===== src/include/fifo_event_pkg.sv =====
// Shared constants for the FIFO and waveform-engine autovector block.
package fifo_event_pkg;

  localparam int NUM_SOURCES = 14;
  localparam int INDEX_W = 4;

  // Register byte offsets on the APB bus.
  localparam logic [11:0] SETUP_OFFSET = 12'h000;
  localparam logic [11:0] ENABLE_OFFSET = 12'h004;
  localparam logic [11:0] PENDING_OFFSET = 12'h008;
  localparam logic [11:0] VECTOR_OFFSET = 12'h00c;

  localparam int AUTOVECTOR_BIT = 0;
  localparam logic [13:0] ENABLE_RESET = 14'h0000;
  localparam logic [13:0] PENDING_RESET = 14'h0000;
  localparam logic SETUP_RESET = 1'b0;

  // Source order by priority; index 0 is served first.
  localparam int SRC_LEVEL_BASE = 0;
  localparam int SRC_EMPTY_BASE = 4;
  localparam int SRC_FULL_BASE = 8;
  localparam int SRC_COMPLETE = 12;
  localparam int SRC_WAVEFORM = 13;

  localparam logic [13:0][7:0] VECTOR_TABLE = {
    8'hb4, 8'hb0,
    8'hac, 8'ha8, 8'ha4, 8'ha0,
    8'h9c, 8'h98, 8'h94, 8'h90,
    8'h8c, 8'h88, 8'h84, 8'h80
  };

  // Code addresses of the jump slot fetched by the processor.
  localparam logic [15:0] ENTRY_ADDR = 16'h0053;
  localparam logic [15:0] PAGE_ADDR = 16'h0054;
  localparam logic [15:0] VECTOR_ADDR = 16'h0055;

  typedef enum logic [0:0] {
    APB_IDLE = 1'b0,
    APB_ACCESS = 1'b1
  } apb_state_t;

endpackage : fifo_event_pkg


===== src/rtl/fifo_event_priority.sv =====
// Fixed-priority selector that maps the winning source to its vector byte.
`timescale 1ns/1ps
module fifo_event_priority (
  input wire logic [fifo_event_pkg::NUM_SOURCES-1:0] active,
  output logic any_active,
  output logic [fifo_event_pkg::INDEX_W-1:0] win_index,
  output logic [7:0] win_vector
);
  import fifo_event_pkg::*;

  // Lowest index wins, so the loop runs downward and the last hit stands.
  always_comb begin
    any_active = 1'b0;
    win_index = '0;
    for (int i = NUM_SOURCES - 1; i >= 0; i--) begin
      if (active[i]) begin
        any_active = 1'b1;
        win_index = INDEX_W'(i);
      end
    end
    win_vector = VECTOR_TABLE[win_index];
  end

endmodule : fifo_event_priority


===== src/rtl/fifo_event_autovector.sv =====
// Second-level vectoring for the FIFO and waveform-engine interrupt line.
//
// Our own choices: the APB interface to the registers and the register offsets.
`timescale 1ns/1ps
module fifo_event_autovector (
  input wire logic pclk,
  input wire logic presetn,
  input wire logic psel,
  input wire logic penable,
  input wire logic pwrite,
  input wire logic [11:0] paddr,
  input wire logic [31:0] pwdata,
  output logic [31:0] prdata,
  output logic pready,
  output logic pslverr,
  input wire logic endpoint_two_level_flag,
  input wire logic endpoint_four_level_flag,
  input wire logic endpoint_six_level_flag,
  input wire logic endpoint_eight_level_flag,
  input wire logic endpoint_two_empty,
  input wire logic endpoint_four_empty,
  input wire logic endpoint_six_empty,
  input wire logic endpoint_eight_empty,
  input wire logic endpoint_two_full,
  input wire logic endpoint_four_full,
  input wire logic endpoint_six_full,
  input wire logic endpoint_eight_full,
  input wire logic waveform_engine_complete,
  input wire logic waveform_engine_waveform_event,
  input wire logic fetch_valid,
  input wire logic [15:0] fetch_addr,
  input wire logic [7:0] fetch_mem_byte,
  output logic [7:0] fetch_byte,
  output logic fetch_done,
  output logic [15:0] entry_addr,
  output logic fifo_event_interrupt_line
);
  import fifo_event_pkg::*;

  logic [NUM_SOURCES-1:0] src;
  logic [NUM_SOURCES-1:0] src_prev_reg, src_prev_next;
  logic [NUM_SOURCES-1:0] pending_reg, pending_next;
  logic [NUM_SOURCES-1:0] enable_reg, enable_next;
  logic fifo_autovector_enable_reg, fifo_autovector_enable_next;
  apb_state_t apb_state_reg, apb_state_next;
  logic [31:0] prdata_reg, prdata_next;
  logic pslverr_reg, pslverr_next;
  logic [7:0] fetch_byte_reg, fetch_byte_next;
  logic fetch_done_reg, fetch_done_next;
  logic line_reg, line_next;
  logic [NUM_SOURCES-1:0] active;
  logic any_active;
  logic [INDEX_W-1:0] win_index;
  logic [7:0] fifo_event_vector_byte;
  logic wr_fire;

  assign src = {waveform_engine_waveform_event, waveform_engine_complete,
                endpoint_eight_full, endpoint_six_full, endpoint_four_full, endpoint_two_full,
                endpoint_eight_empty, endpoint_six_empty, endpoint_four_empty, endpoint_two_empty,
                endpoint_eight_level_flag, endpoint_six_level_flag,
                endpoint_four_level_flag, endpoint_two_level_flag};

  function automatic logic is_mapped(input logic [11:0] addr);
    is_mapped = (addr == SETUP_OFFSET) || (addr == ENABLE_OFFSET) ||
                (addr == PENDING_OFFSET) || (addr == VECTOR_OFFSET);
  endfunction : is_mapped

  assign active = pending_reg & enable_reg;
  assign wr_fire = psel && penable && pready && pwrite && is_mapped(paddr);

  fifo_event_priority u_priority (
    .active(active),
    .any_active(any_active),
    .win_index(win_index),
    .win_vector(fifo_event_vector_byte)
  );

  // The read word is captured in the setup cycle, so the access phase is always one cycle.
  always_comb begin
    apb_state_next = APB_IDLE;
    prdata_next = prdata_reg;
    pslverr_next = 1'b0;
    if (psel && !penable) begin
      apb_state_next = APB_ACCESS;
      pslverr_next = !is_mapped(paddr);
      prdata_next = '0;
      case (paddr)
        SETUP_OFFSET: prdata_next[AUTOVECTOR_BIT] = fifo_autovector_enable_reg;
        ENABLE_OFFSET: prdata_next[NUM_SOURCES-1:0] = enable_reg;
        PENDING_OFFSET: prdata_next[NUM_SOURCES-1:0] = pending_reg;
        VECTOR_OFFSET: prdata_next[7:0] = fifo_event_vector_byte;
        default: prdata_next = '0;
      endcase
    end
  end

  // A new edge on a source beats a write-one-to-clear in the same cycle.
  always_comb begin
    src_prev_next = src;
    pending_next = pending_reg;
    enable_next = enable_reg;
    fifo_autovector_enable_next = fifo_autovector_enable_reg;
    if (wr_fire) begin
      case (paddr)
        SETUP_OFFSET: fifo_autovector_enable_next = pwdata[AUTOVECTOR_BIT];
        ENABLE_OFFSET: enable_next = pwdata[NUM_SOURCES-1:0];
        PENDING_OFFSET: pending_next = pending_reg & ~pwdata[NUM_SOURCES-1:0];
        default: pending_next = pending_reg;
      endcase
    end
    pending_next = pending_next | (src & ~src_prev_reg);
    line_next = |(pending_next & enable_next);
  end

  // Code fetch path; the returned byte is registered, one cycle behind the request.
  always_comb begin
    fetch_done_next = fetch_valid;
    fetch_byte_next = fetch_byte_reg;
    if (fetch_valid) begin
      fetch_byte_next = fetch_mem_byte;
      if (fetch_addr == VECTOR_ADDR && fifo_autovector_enable_reg && any_active) begin
        fetch_byte_next = fifo_event_vector_byte;
      end
    end
  end

  always_ff @(posedge pclk or negedge presetn) begin
    if (!presetn) begin
      apb_state_reg <= APB_IDLE;
      prdata_reg <= '0;
      pslverr_reg <= 1'b0;
    end else begin
      apb_state_reg <= apb_state_next;
      prdata_reg <= prdata_next;
      pslverr_reg <= pslverr_next;
    end
  end

  always_ff @(posedge pclk or negedge presetn) begin
    if (!presetn) begin
      src_prev_reg <= '0;
      pending_reg <= PENDING_RESET;
      enable_reg <= ENABLE_RESET;
      fifo_autovector_enable_reg <= SETUP_RESET;
      line_reg <= 1'b0;
    end else begin
      src_prev_reg <= src_prev_next;
      pending_reg <= pending_next;
      enable_reg <= enable_next;
      fifo_autovector_enable_reg <= fifo_autovector_enable_next;
      line_reg <= line_next;
    end
  end

  always_ff @(posedge pclk or negedge presetn) begin
    if (!presetn) begin
      fetch_byte_reg <= '0;
      fetch_done_reg <= 1'b0;
    end else begin
      fetch_byte_reg <= fetch_byte_next;
      fetch_done_reg <= fetch_done_next;
    end
  end

  assign pready = (apb_state_reg == APB_ACCESS);
  assign prdata = prdata_reg;
  assign pslverr = pslverr_reg && pready;
  assign fetch_byte = fetch_byte_reg;
  assign fetch_done = fetch_done_reg;
  assign entry_addr = ENTRY_ADDR;
  assign fifo_event_interrupt_line = line_reg;

  irq_merge_a: assert property (@(posedge pclk) disable iff (!presetn)
    fifo_event_interrupt_line == |active)
    else $error("interrupt line does not match enabled pending sources");

  level_vector_a: assert property (@(posedge pclk) disable iff (!presetn)
    active[SRC_LEVEL_BASE + 3] && active[2:0] == 3'b000 |-> fifo_event_vector_byte == 8'h8c)
    else $error("eighth endpoint level flag vector wrong");

  empty_vector_a: assert property (@(posedge pclk) disable iff (!presetn)
    active[SRC_EMPTY_BASE] && active[3:0] == 4'h0 |-> fifo_event_vector_byte == 8'h90)
    else $error("second endpoint empty vector wrong");

  full_vector_a: assert property (@(posedge pclk) disable iff (!presetn)
    active[SRC_FULL_BASE + 2] && active[9:0] == 10'h000 |-> fifo_event_vector_byte == 8'ha8)
    else $error("sixth endpoint full vector wrong");

  wave_priority_a: assert property (@(posedge pclk) disable iff (!presetn)
    active[SRC_WAVEFORM] && active[0] |-> fifo_event_vector_byte == 8'h80)
    else $error("priority one did not win over waveform event");

  wave_vector_a: assert property (@(posedge pclk) disable iff (!presetn)
    active == 14'h2000 |-> fifo_event_vector_byte == 8'hb4)
    else $error("waveform event vector wrong");

  vector_subst_a: assert property (@(posedge pclk) disable iff (!presetn)
    fetch_valid && fetch_addr == VECTOR_ADDR && fifo_autovector_enable_reg && any_active
    |=> fetch_done && fetch_byte == $past(fifo_event_vector_byte))
    else $error("vector byte not substituted");

  page_pass_a: assert property (@(posedge pclk) disable iff (!presetn)
    fetch_valid && fetch_addr == PAGE_ADDR |=> fetch_byte == $past(fetch_mem_byte))
    else $error("page byte altered");

  entry_fixed_a: assert property (@(posedge pclk) disable iff (!presetn)
    entry_addr == 16'h0053)
    else $error("service entry address wrong");

  plain_fetch_a: assert property (@(posedge pclk) disable iff (!presetn)
    fetch_valid && !fifo_autovector_enable_reg |=> fetch_byte == $past(fetch_mem_byte))
    else $error("fetch altered while autovectoring is off");

  masked_out_a: assert property (@(posedge pclk) disable iff (!presetn)
    any_active |-> active[win_index] && pending_reg[win_index] && enable_reg[win_index])
    else $error("winner is not an enabled pending source");

  set_wins_a: assert property (@(posedge pclk) disable iff (!presetn)
    src[0] && !src_prev_reg[0] |=> pending_reg[0])
    else $error("source edge lost against clear");

  level_first_a: assert property (@(posedge pclk) disable iff (!presetn)
    active[SRC_LEVEL_BASE] |-> fifo_event_vector_byte == 8'h80)
    else $error("second endpoint level flag vector wrong");

  level_four_a: assert property (@(posedge pclk) disable iff (!presetn)
    active[1] && !active[0] |-> fifo_event_vector_byte == 8'h84)
    else $error("fourth endpoint level flag vector wrong");

  level_six_a: assert property (@(posedge pclk) disable iff (!presetn)
    active[2] && active[1:0] == 2'b00 |-> fifo_event_vector_byte == 8'h88)
    else $error("sixth endpoint level flag vector wrong");

  empty_four_a: assert property (@(posedge pclk) disable iff (!presetn)
    active[5] && active[4:0] == 5'h00 |-> fifo_event_vector_byte == 8'h94)
    else $error("fourth endpoint empty vector wrong");

  empty_six_a: assert property (@(posedge pclk) disable iff (!presetn)
    active[6] && active[5:0] == 6'h00 |-> fifo_event_vector_byte == 8'h98)
    else $error("sixth endpoint empty vector wrong");

  empty_eight_a: assert property (@(posedge pclk) disable iff (!presetn)
    active[7] && active[6:0] == 7'h00 |-> fifo_event_vector_byte == 8'h9c)
    else $error("eighth endpoint empty vector wrong");

  full_two_a: assert property (@(posedge pclk) disable iff (!presetn)
    active[8] && active[7:0] == 8'h00 |-> fifo_event_vector_byte == 8'ha0)
    else $error("second endpoint full vector wrong");

  full_four_a: assert property (@(posedge pclk) disable iff (!presetn)
    active[9] && active[8:0] == 9'h000 |-> fifo_event_vector_byte == 8'ha4)
    else $error("fourth endpoint full vector wrong");

  full_eight_a: assert property (@(posedge pclk) disable iff (!presetn)
    active[11] && active[10:0] == 11'h000 |-> fifo_event_vector_byte == 8'hac)
    else $error("eighth endpoint full vector wrong");

  complete_vector_a: assert property (@(posedge pclk) disable iff (!presetn)
    active[SRC_COMPLETE] && active[11:0] == 12'h000 |-> fifo_event_vector_byte == 8'hb0)
    else $error("operation complete vector wrong");

  fetch_answer_a: assert property (@(posedge pclk) disable iff (!presetn)
    fetch_done == $past(fetch_valid))
    else $error("fetch answer not one cycle after request");

  idle_fetch_a: assert property (@(posedge pclk) disable iff (!presetn)
    fetch_valid && fetch_addr == VECTOR_ADDR && !any_active |=> fetch_byte == $past(fetch_mem_byte))
    else $error("vector slot altered with no source active");

  other_addr_a: assert property (@(posedge pclk) disable iff (!presetn)
    fetch_valid && fetch_addr != VECTOR_ADDR |=> fetch_byte == $past(fetch_mem_byte))
    else $error("byte outside the vector slot altered");

  enable_mask_a: assert property (@(posedge pclk) disable iff (!presetn)
    enable_reg == 14'h0000 |-> !fifo_event_interrupt_line)
    else $error("interrupt line raised with every source disabled");

  enable_write_a: assert property (@(posedge pclk) disable iff (!presetn)
    wr_fire && paddr == ENABLE_OFFSET |=> enable_reg == $past(pwdata[NUM_SOURCES-1:0]))
    else $error("source enables not written");

  setup_write_a: assert property (@(posedge pclk) disable iff (!presetn)
    wr_fire && paddr == SETUP_OFFSET |=> fifo_autovector_enable_reg == $past(pwdata[AUTOVECTOR_BIT]))
    else $error("autovector enable not written");

  clear_pending_a: assert property (@(posedge pclk) disable iff (!presetn)
    wr_fire && paddr == PENDING_OFFSET && pwdata[0] && !(src[0] && !src_prev_reg[0])
    |=> !pending_reg[0])
    else $error("pending bit not cleared by write");

  subst_c: cover property (@(posedge pclk) disable iff (!presetn)
    fetch_valid && fetch_addr == VECTOR_ADDR && fifo_autovector_enable_reg && any_active);
  clear_c: cover property (@(posedge pclk) disable iff (!presetn)
    wr_fire && paddr == PENDING_OFFSET && pending_reg != 14'h0000);
  two_src_c: cover property (@(posedge pclk) disable iff (!presetn)
    active[SRC_COMPLETE] && active[SRC_EMPTY_BASE + 1]);
  slverr_c: cover property (@(posedge pclk) disable iff (!presetn) pslverr);
  plain_fetch_c: cover property (@(posedge pclk) disable iff (!presetn)
    fetch_valid && fetch_addr == VECTOR_ADDR && !fifo_autovector_enable_reg);

endmodule : fifo_event_autovector


===== config.mk =====
export PLATFORM = sky130hd
export DESIGN_NAME = fifo_event_autovector
export DESIGN_NICKNAME = d
export VERILOG_FILES = /design/src/include/fifo_event_pkg.sv /design/src/rtl/fifo_event_priority.sv /design/src/rtl/fifo_event_autovector.sv
export SDC_FILE = /design/constraint.sdc
export NUM_CORES = 1
export LEC_CHECK = 0
export BUFFER_PORTS_ARGS = -buffer_cell sky130_fd_sc_hd__buf_2
export CAP_MARGIN = 20
export CORE_MARGIN = 1
export CORE_UTILIZATION = 48
export DETAILED_ROUTE_END_ITERATION = 8
export PLACE_DENSITY = 0.8
export RECOVER_POWER = 50
export SLEW_MARGIN = 10
export SYNTH_ARGS = -nofsm -noshare
export SYNTH_HDL_FRONTEND = slang
export SYNTH_SLANG_ARGS = --single-unit

===== constraint.sdc =====
create_clock -name pclk -period 2.47 [get_ports pclk]
set_clock_uncertainty 0.05 [all_clocks]
set_input_delay 0.1235 -clock pclk [delete_from_list [all_inputs] [get_ports pclk]]
set_output_delay 0.1235 -clock pclk [all_outputs]
set_load 0.01 [all_outputs]

=== Word-level counts from Yosys, hierarchy flattened ===
Memories as Yosys holds them, arrays and structs flattened.
Index checks and enable logic that the tools add are counted.

* Mux-type cells: 39
* $lt $le $gt $ge: 1
* Equal/unequal tests: 4
* Bitwise operators: 7
* Reductions and logical operators: 16

{| class="wikitable"
|+ Operator list
! kind !! number
|-
| 14-bit AND || 4
|-
| 14-bit 2-to-1 mux || 4
|-
| 4-bit 2-to-1 mux || 14
|-
| 14-bit NOT || 2
|-
| 12-bit by 4-bit == test with 1-bit output, second input constant || 2
|-
| 7-bit one-hot mux with 3 select lines || 1
|-
| 16-bit by 7-bit == test with 1-bit output, second input constant || 1
|-
| 1-bit 2-to-1 mux || 16
|-
| 8-bit 2-to-1 mux || 2
|-
| 14-bit OR || 1
|-
| 14-bit OR reduction || 1
|-
| 12-bit by 3-bit == test with 1-bit output, second input constant || 1
|-
| 12-bit zero test || 1
|-
| 6-bit one-hot mux with 2 select lines || 1
|-
| 1-bit logical AND || 8
|-
| 4-bit by 5-bit < comparator with 1-bit output, second input constant || 1
|-
| 1-bit one-hot mux with 4 select lines || 1
|-
| 1-bit logical OR || 3
|-
| 1-bit zero test || 2
|-
| 2-bit AND reduction || 1
|}

* Flip-flop bits (word level): 69
* Output and inout port bits: 60
* Bits of input ports: 88
* Memories: 1
* Word-level logic and storage cells: 78
* Memory bits (read-only): 128

{| class="wikitable"
|+ Memories
! memory !! words !! width !! read ports !! clocked after Yosys merged registers in !! write ports !! RTL line !! RTL
|-
| (no name shown) || 16 || 8 || 1 || 0 || 0 || fifo_event_priority.sv:21 || <nowiki>win_vector = VECTOR_TABLE[win_index];</nowiki>
|}

=== Longest topological paths before layout ===
Gate-level depths: netlist (run 1).

* Depth in word-level cells: 18
* Gate-level depth with buffers: 8
* Gate-level depth less buffers: 6

=== Modules after synthesis ===
From an unflattened synthesis (run 1), not the netlist that was laid out.

* Cell total of the unflattened synthesis: 349
* Area total of the unflattened synthesis: 3590.9 um2

{| class="wikitable"
|+ Modules (own cells, without submodules)
! module !! instances !! area each (um2) !! cells an instance !! sequential area each (um2)
|-
| fifo_event_autovector || 1 || 3377.0 || 314 || 1726.7
|-
| fifo_event_priority || 1 || 214.0 || 35 || 0.0
|}

=== Least setup slack after synthesis (run 1) ===
No wires, ideal clock.

* Path type: register to register
* Start point: register apb_state_reg, in the netlist pready
* End point: register line_reg, in the netlist fifo_event_interrupt_line
* Path slack: 0.345 ns
* Buffers on the path: 2
* Cell stages (with the launch flop): 9
* Setup time: 0.140 ns
* Required time: 2.280 ns
* Period minus slack after synthesis: 2.125 ns
* Arrival time: 1.935 ns
* Cell sequence: dfrtp_1 -> and4_4 -> and4_1 -> buf_6 -> buf_6 -> mux2_4 -> a21boi_1 -> a2111oi_0 -> nand3_1

* Elaborated cells on any way between the ends: 8
* Classes of those cells: mux (2); bitwise (2); reduce/logical (4)

{| class="wikitable"
|+ RTL lines
! what !! RTL line !! RTL
|-
| start: declaration || fifo_event_autovector.sv:45 || <nowiki>apb_state_t apb_state_reg, apb_state_next;</nowiki>
|-
| start signal: assignment || fifo_event_autovector.sv:133 || <nowiki>apb_state_reg <= apb_state_next;</nowiki>
|-
| 1-bit logical AND (3 in a row) || fifo_event_autovector.sv:69 || <nowiki>assign wr_fire = psel && penable && pready && pwrite && is_mapped(paddr);</nowiki>
|-
| 14-bit 2-to-1 mux || fifo_event_autovector.sv:103 || <nowiki>if (wr_fire) begin</nowiki>
|-
| via enable_next[4] || fifo_event_autovector.sv:43 || <nowiki>logic [NUM_SOURCES-1:0] enable_reg, enable_next;</nowiki>
|-
| 14-bit AND || fifo_event_autovector.sv:112 || <nowiki>line_next = |(pending_next & enable_next);</nowiki>
|-
| 14-bit OR reduction || fifo_event_autovector.sv:112 ||
|-
| via line_next || fifo_event_autovector.sv:50 || <nowiki>logic line_reg, line_next;</nowiki>
|-
| end signal: assignment || fifo_event_autovector.sv:151 || <nowiki>line_reg <= line_next;</nowiki>
|-
| end: declaration || fifo_event_autovector.sv:50 ||
|}

The timed path passes the listed nets, and every way through them passes these cells.
A chain may end at the register's enable or synchronous reset.

=== Final worst setup path (run 1) ===
Same ends and word-level chain as after synthesis.

==> metrics.txt, run 1 <==
outcome finished, violations left; failing checks hold timing, capacitance limit, slew limit; Post-Syn Area between 3000 and 4000 µm²; fill count 587; Tightest Hold Check Type in -> reg; GR peak layer met2; DRT iter0 DRCs between 200 and 300; Setup Slack @ Placement between 0.15 and 0.2 ns; Yosys cell types 51; Worst Path Buf+Inv 1; gp weighted congestion 0.8823; fin crit period 2.283 ns; cells after synthesis between 300 and 400; Gate power share 0.103; initial core utilization 0.5042; RR Startpoint pready; Fin Hold WS -0.0008744 ns; I/O pin total between 100 and 150; Rows 30; met1 Use GR 0.2996; Max Freq 0.4380 GHz; TNS Setup 0 ns; Post-CTS Setup Inserts 0; Clock Root Buffer clkbuf_8; CP max stage delay 0.38 ns; Max Slew Vio Count 70; total CTS buffers 9; wire length of the first global-routing pass 13,260 µm; sequential cell fraction of total power 0.494; NetSw 0.5684 mW; Pleak 1.980 nW; FF-to-FF End fifo_event_interrupt_line; 1st-pass router iterations 5; Worst setup EP type flop; Post-synth top cells dfrtp_1, buf_4, nand2_1; Mapped Avg Cell Area 10.37 µm²; CP Cell Sequence and4_4 -> and4_1 -> buf_12 -> mux2_2 -> a22o_1 -> a2111oi_2 -> nand3_1; worst hold path depth 3; critical-path maximum fanout 14; register-to-register setup slack 0.19 ns; hold path start fetch_mem_byte[0]; async set or reset register ratio after synthesis 1.000; vias per cell 5.137; Post-synth EDFFs 0; Sw Ratio 0.2386; DRC viols 0; top cell type's share of synthesized area 0.4986; yosys warns 0; Routed Antenna Nets 0; VDD IR-drop max 0.0003279 V; Final period util 0.9243; gr usage total 0.2320; unrepaired setup endpoints after global routing no; post-synthesis register bit count between 60 and 70; CP top delay family simple AND/OR/NAND/NOR gates; overall via count from detail_route 2,882; Pwr Density 550.4 nW/µm²; H-tree Lvls 3; IO buf count between 90 and 100; layout cell share with drive strength beyond 1 0.2000; WP data required 2.64 ns; ant diodes 0; Chip Width around 87 µm; cell taking the most area after synthesis dfrtp_1; Hold Path Sink fetch_byte[0]; clock-pin slew on the worst setup and hold paths 0.07 ns; CTS tree built; CP max stage cell a2111oi_2; Clock Latency Late Sink between 0.3 and 0.4 ns; setup violators final 0; vias in the first global route approximately 2,700; core area 6869 µm²; ys flop type dfrtp_1; Seq/Total Area, Yosys 0.4986; top-count cell post-synth dfrtp_1; die area 7559 µm²; worst reg-to-reg path cell count 7; clock buffer depth 2; routed len/inst 14.42 µm; total of max-cap violations 1; Setup CP Type reg -> reg; Non-Filler Instances 561; clock sinks 69; met2 usage 0.3858; clock network power share 0.404; Overflow after GRT 0; PnR worst setup slack 0.1870 ns; Die Ht ~87 µm; Fin. Hold Viols 1; final WL 8090 µm; critical path data arrival time 2.45 ns; initial antenna violation count 0; largest cells by area after synthesis dfrtp_1, buf_4, nand2_1; pin count of the biggest net entering global routing 70; cell count after placement 519; Area Growth Syn to Fin 25.00%; CTS resizes 0; met3 usage 0.04265; max_slew headroom -0.1019; DPL Wire Length 5799 µm; nets@finish 548; Least-Margin Pin Slew about 1.7 ns; startpoint types flop; Internal Power ~1.8 mW
==> metrics by stage <==
step	power [mW]	util	area [µm²]
2_1_floorplan	1.334	-	3583
3_3_place_gp	1.415	0.5725	3933
3_5_place_dp	1.422	0.5725	3933
4_1_cts	2.400	0.6412	4404
5_1_grt	2.478	0.6302	4329
6_report	2.383	0.6302	4329
==> per-layer routing <==
metal,vias to the layer above,routed length (µm),part of all wire
met1,1355,3531,0.44
li1,1370,-,-
met4,0,180,0.022
met5,-,0,0
met2,138,3907,0.48
met3,19,470,0.058
==> worst min-delay path, cell delays in order <==
cell	delay, ns
buf_2	0.10
nand3b_1	0.06
o21ai_1	0.07
==> worst max-delay path by stage <==
stage / slack, ns / from / to / depth (start not counted)
2_1_floorplan: 0.35 / pready / fifo_event_interrupt_line / 8
3_3_place_gp: 0.17 / paddr[11] / fifo_event_interrupt_line / 8
3_5_place_dp: 0.16 / paddr[11] / fifo_event_interrupt_line / 8
4_1_cts: 0.17 / pready / fifo_event_interrupt_line / 7
5_1_grt: 0.07 / pready / fifo_event_interrupt_line / 7
6_report: 0.19 / pready / fifo_event_interrupt_line / 7
==> power by group through the flow <==
| stage | clock [mW] | sequential (mW) | combinational, mW |
|---|---|---|---|
| final | 0.961 | 1.18 | 0.244 |
| after global routing | 1.02 | 1.18 | 0.276 |
| after CTS | 0.967 | 1.18 | 0.257 |
| after detailed placement | 0 | 1.20 | 0.224 |
| after global placement | 0 | 1.20 | 0.218 |
| after floorplan | 0 | 1.21 | 0.126 |
==> repair_timing <==
action / CTS / global route
hold buffers: 26 / 0
hold endpoints to repair: 102 / 0
setup endpoints to repair: 0 / 0
==> cells by family after synthesis <==
family	synth area share
AND/OR/NAND/NOR	0.1510
AO/OA/AOI/OAI	0.1687
flip-flops	0.4986
buffers and inverters	0.1138
multiplexers	0.06575
other	0.002168
==> cell type report <==
cell class                      instances  area, µm²  area share
Clock buffer                           13      168.9     0.03902
Clock inverter                          3      42.54    0.009827
Inverter                               22      82.58     0.01908
Multi-Input combinational cell        230       1448      0.3344
Sequential cell                        69       1727      0.3988
Tap cell                               96      120.1     0.02775
Timing Repair Buffer                  128      740.7      0.1711
==> placed cells by master (no fill, tap or decap), types with 4 or more instances in the layout <==
cell / n
mux2_1: 6
a221o_1: 4
buf_2: 54
dlygate4sd3_1: 26
clkbuf_1: 43
a21oi_1: 8
dfrtp_1: 69
mux2_2: 8
a21boi_1: 7
mux2i_1: 4
a22oi_1: 13
o21ai_1: 15
nand3_1: 6
nand3b_1: 4
a31oi_1: 4
o21ai_0: 8
nor2_1: 20
conb_1: 34
nor2b_1: 7
clkbuf_8: 12
nand2b_1: 10
nand2_1: 29
inv_1: 22
Note: power is estimated with default switching activity, not from simulation.
==> run 2: changes to the inputs <==
--- a/config.mk
+++ b/config.mk
@@ -8,10 +8,11 @@
 export BUFFER_PORTS_ARGS = -buffer_cell sky130_fd_sc_hd__buf_2
 export CAP_MARGIN = 20
 export CORE_MARGIN = 1
-export CORE_UTILIZATION = 48
+export CORE_UTILIZATION = 45
 export DETAILED_ROUTE_END_ITERATION = 8
-export PLACE_DENSITY = 0.8
+export PLACE_DENSITY = 0.76
 export RECOVER_POWER = 50
+export REMOVE_ABC_BUFFERS = 1
 export SLEW_MARGIN = 10
 export SYNTH_ARGS = -nofsm -noshare
 export SYNTH_HDL_FRONTEND = slang
==> run 2 against run 1 <==
Compared with the run above: the flow now finishes without violations; first-iteration DRC count down 31%; worst setup slack worse by 0.041 ns; total power up 3.2%; global-route usage down 1.8 points; via count down 0.97%; final area up 2.4%; hold slack better by 0.010 ns; clock power up 7%; sequential power about the same; non-clock buffer count up 4; cell count up 1.2%; combinational power up 5%; largest power group unchanged.
==> metrics.txt, run 2 (synthesis results as in run 1) <==
I/O pin total 148 (unchanged); clock-pin slew on the worst setup and hold paths 0.08 ns (was 0.07 ns); Fin. Hold Viols 0 (was 1); Setup CP Type reg -> reg (unchanged); ant diodes 0 (unchanged); DPL Wire Length 6084 µm (was 5799 µm); PnR worst setup slack 0.1464 ns (was 0.1870 ns); initial antenna violation count 0 (unchanged); Worst setup EP type flop (unchanged); Pwr Density 554.7 nW/µm² (was 550.4 nW/µm²); fin crit period 2.324 ns (was 2.283 ns); commonest non-fill, non-tap cell in the layout buf_2 (was dfrtp_1); wire length of the first global-routing pass 13,490 µm (was 13,260 µm); clock buffer depth 2 (unchanged); critical path data arrival time 2.49 ns (was 2.45 ns); clock sinks 69 (unchanged); 1st-pass router iterations 5 (unchanged); max_slew headroom 0.4542 (was -0.1019); unrepaired setup endpoints after global routing no (unchanged); post-route cell area 4432 µm² (was 4329 µm²); Rows 31 (was 30); fill count 658 (was 587); Die Ht 89.73 µm (was 86.94 µm); Max Freq 0.4304 GHz (was 0.4380 GHz); DRT iter0 DRCs 180 (was 260); sequential cell area 1727 µm² (unchanged); VDD IR-drop max 0.0004625 V (was 0.0003279 V); worst reg-to-reg path cell count 7 (unchanged); die area 8051 µm² (was 7559 µm²); Max Slew Vio Count 0 (was 70); startpoint types flop (unchanged); Chip Width 89.73 µm (was 86.94 µm); initial core utilization 0.4724 (was 0.5042); Least-Margin Pin Slew 0.8187 ns (was 1.653 ns); Multi-input gate area 1460 µm² (was 1448 µm²); Final Core Density 0.6045 (was 0.6302); total CTS buffers 9 (unchanged); critical-path maximum fanout 14 (unchanged); Clock Root Buffer clkbuf_8 (unchanged); core area 7331 µm² (was 6869 µm²); pin count of the biggest net entering global routing 34 (was 70); WP data required 2.64 ns (about the same); CTS tree built (unchanged); total of max-cap violations 0 (was 1); nets@finish 552 (was 548); final WL 8250 µm (was 8090 µm); routed len/inst 14.52 µm (was 14.42 µm); setup violators final 0 (unchanged); overall via count from detail_route 2,854 (was 2,882); H-tree Lvls 3 (unchanged); TNS Setup 0 ns (unchanged); gp weighted congestion 0.8311 (was 0.8823); Routed Antenna Nets 0 (unchanged); outcome completed (was finished, violations left); DRC viols 0 (unchanged); Area Growth Syn to Fin 27.96% (was 25.00%); layout cell share with drive strength beyond 1 0.2601 (was 0.2000); commonest non-fill, non-tap cells in the layout buf_2, dfrtp_1, conb_1 (was dfrtp_1, buf_2, clkbuf_1); Clock Latency Late Sink 0.35 ns (about the same); Final period util 0.9407 (was 0.9243); IO buf count 95 (unchanged); vias in the first global route 2,852 (was 2,742); Tightest Hold Check Type in -> reg (unchanged); gr usage total 0.2143 (was 0.2320); Overflow after GRT 0 (unchanged); worst hold path depth 2 (was 3); post-place instance area 3944 µm² (was 3933 µm²); Pleak 2.105 nW (was 1.980 nW); vias per cell 5.025 (was 5.137); Setup Slack @ Placement 0.1033 ns (was 0.1577 ns)
run 2: path summary, 6_finish.rpt:
path	slack, ns	to	startpoint
max	0.15	fifo_event_interrupt_line	pready
min	0.009	fifo_autovector_enable_reg	pwdata[0]
max reg2reg	0.15	fifo_event_interrupt_line	pready
min reg2reg	0.40	pending_reg[11]	src_prev_reg[11]
max in group asynchronous	0.99	fetch_byte[1]	presetn
min in group asynchronous	0.20	src_prev_reg[11]	presetn
run 2: worst max-delay path: stages, from the launching register on:
cell,delay [ns]
dfrtp_1,0.37
and4_4,0.25
and4_1,0.26
buf_12,0.17
mux2_2,0.35
a22o_1,0.25
a2111oi_4,0.38
nand3_1,0.12
run 2: cell type report:
type,count,area share
flip-flops and latches,69,0.3896
multi-input cells,230,0.3295
repair buffers,132,0.1838
clock buffers,10,0.03106
well taps,99,0.02795
clock inverters,6,0.01948
inverters,22,0.01863
run 2: metrics by stage:
step	hold slack, ns	power (mW)	instances
after CTS	0.0001156	2.482	568
after floorplan	-0.2221	1.286	321
final	0.009491	2.458	568
after global routing	0.001661	2.562	568
after detailed placement	-0.05726	1.425	523
after global placement	-0.06173	1.417	523
run 2: what timing repair did:
item,4_1_cts,5_1_grt
endpoints found under the hold margin,106,0
setup endpoints to repair,0,1
hold buffers,29,0
buffers inserted,0,0
gates resized for setup,0,1
run 2: report_power, final:
group          switching [mW]  internal (mW)
clock network           0.433          0.594
registers              0.0131           1.16
logic                   0.143          0.113
run 2: layer usage:
metal / GRT usage / wire, µm / vias to the layer above
met2: 0.3538 / 4000 / 122
met1: 0.2662 / 3627 / 1343
met4: 0.08333 / 182 / 0
met5: 0 / 0 / -
li1: - / - / 1371
met3: 0.06007 / 440 / 18
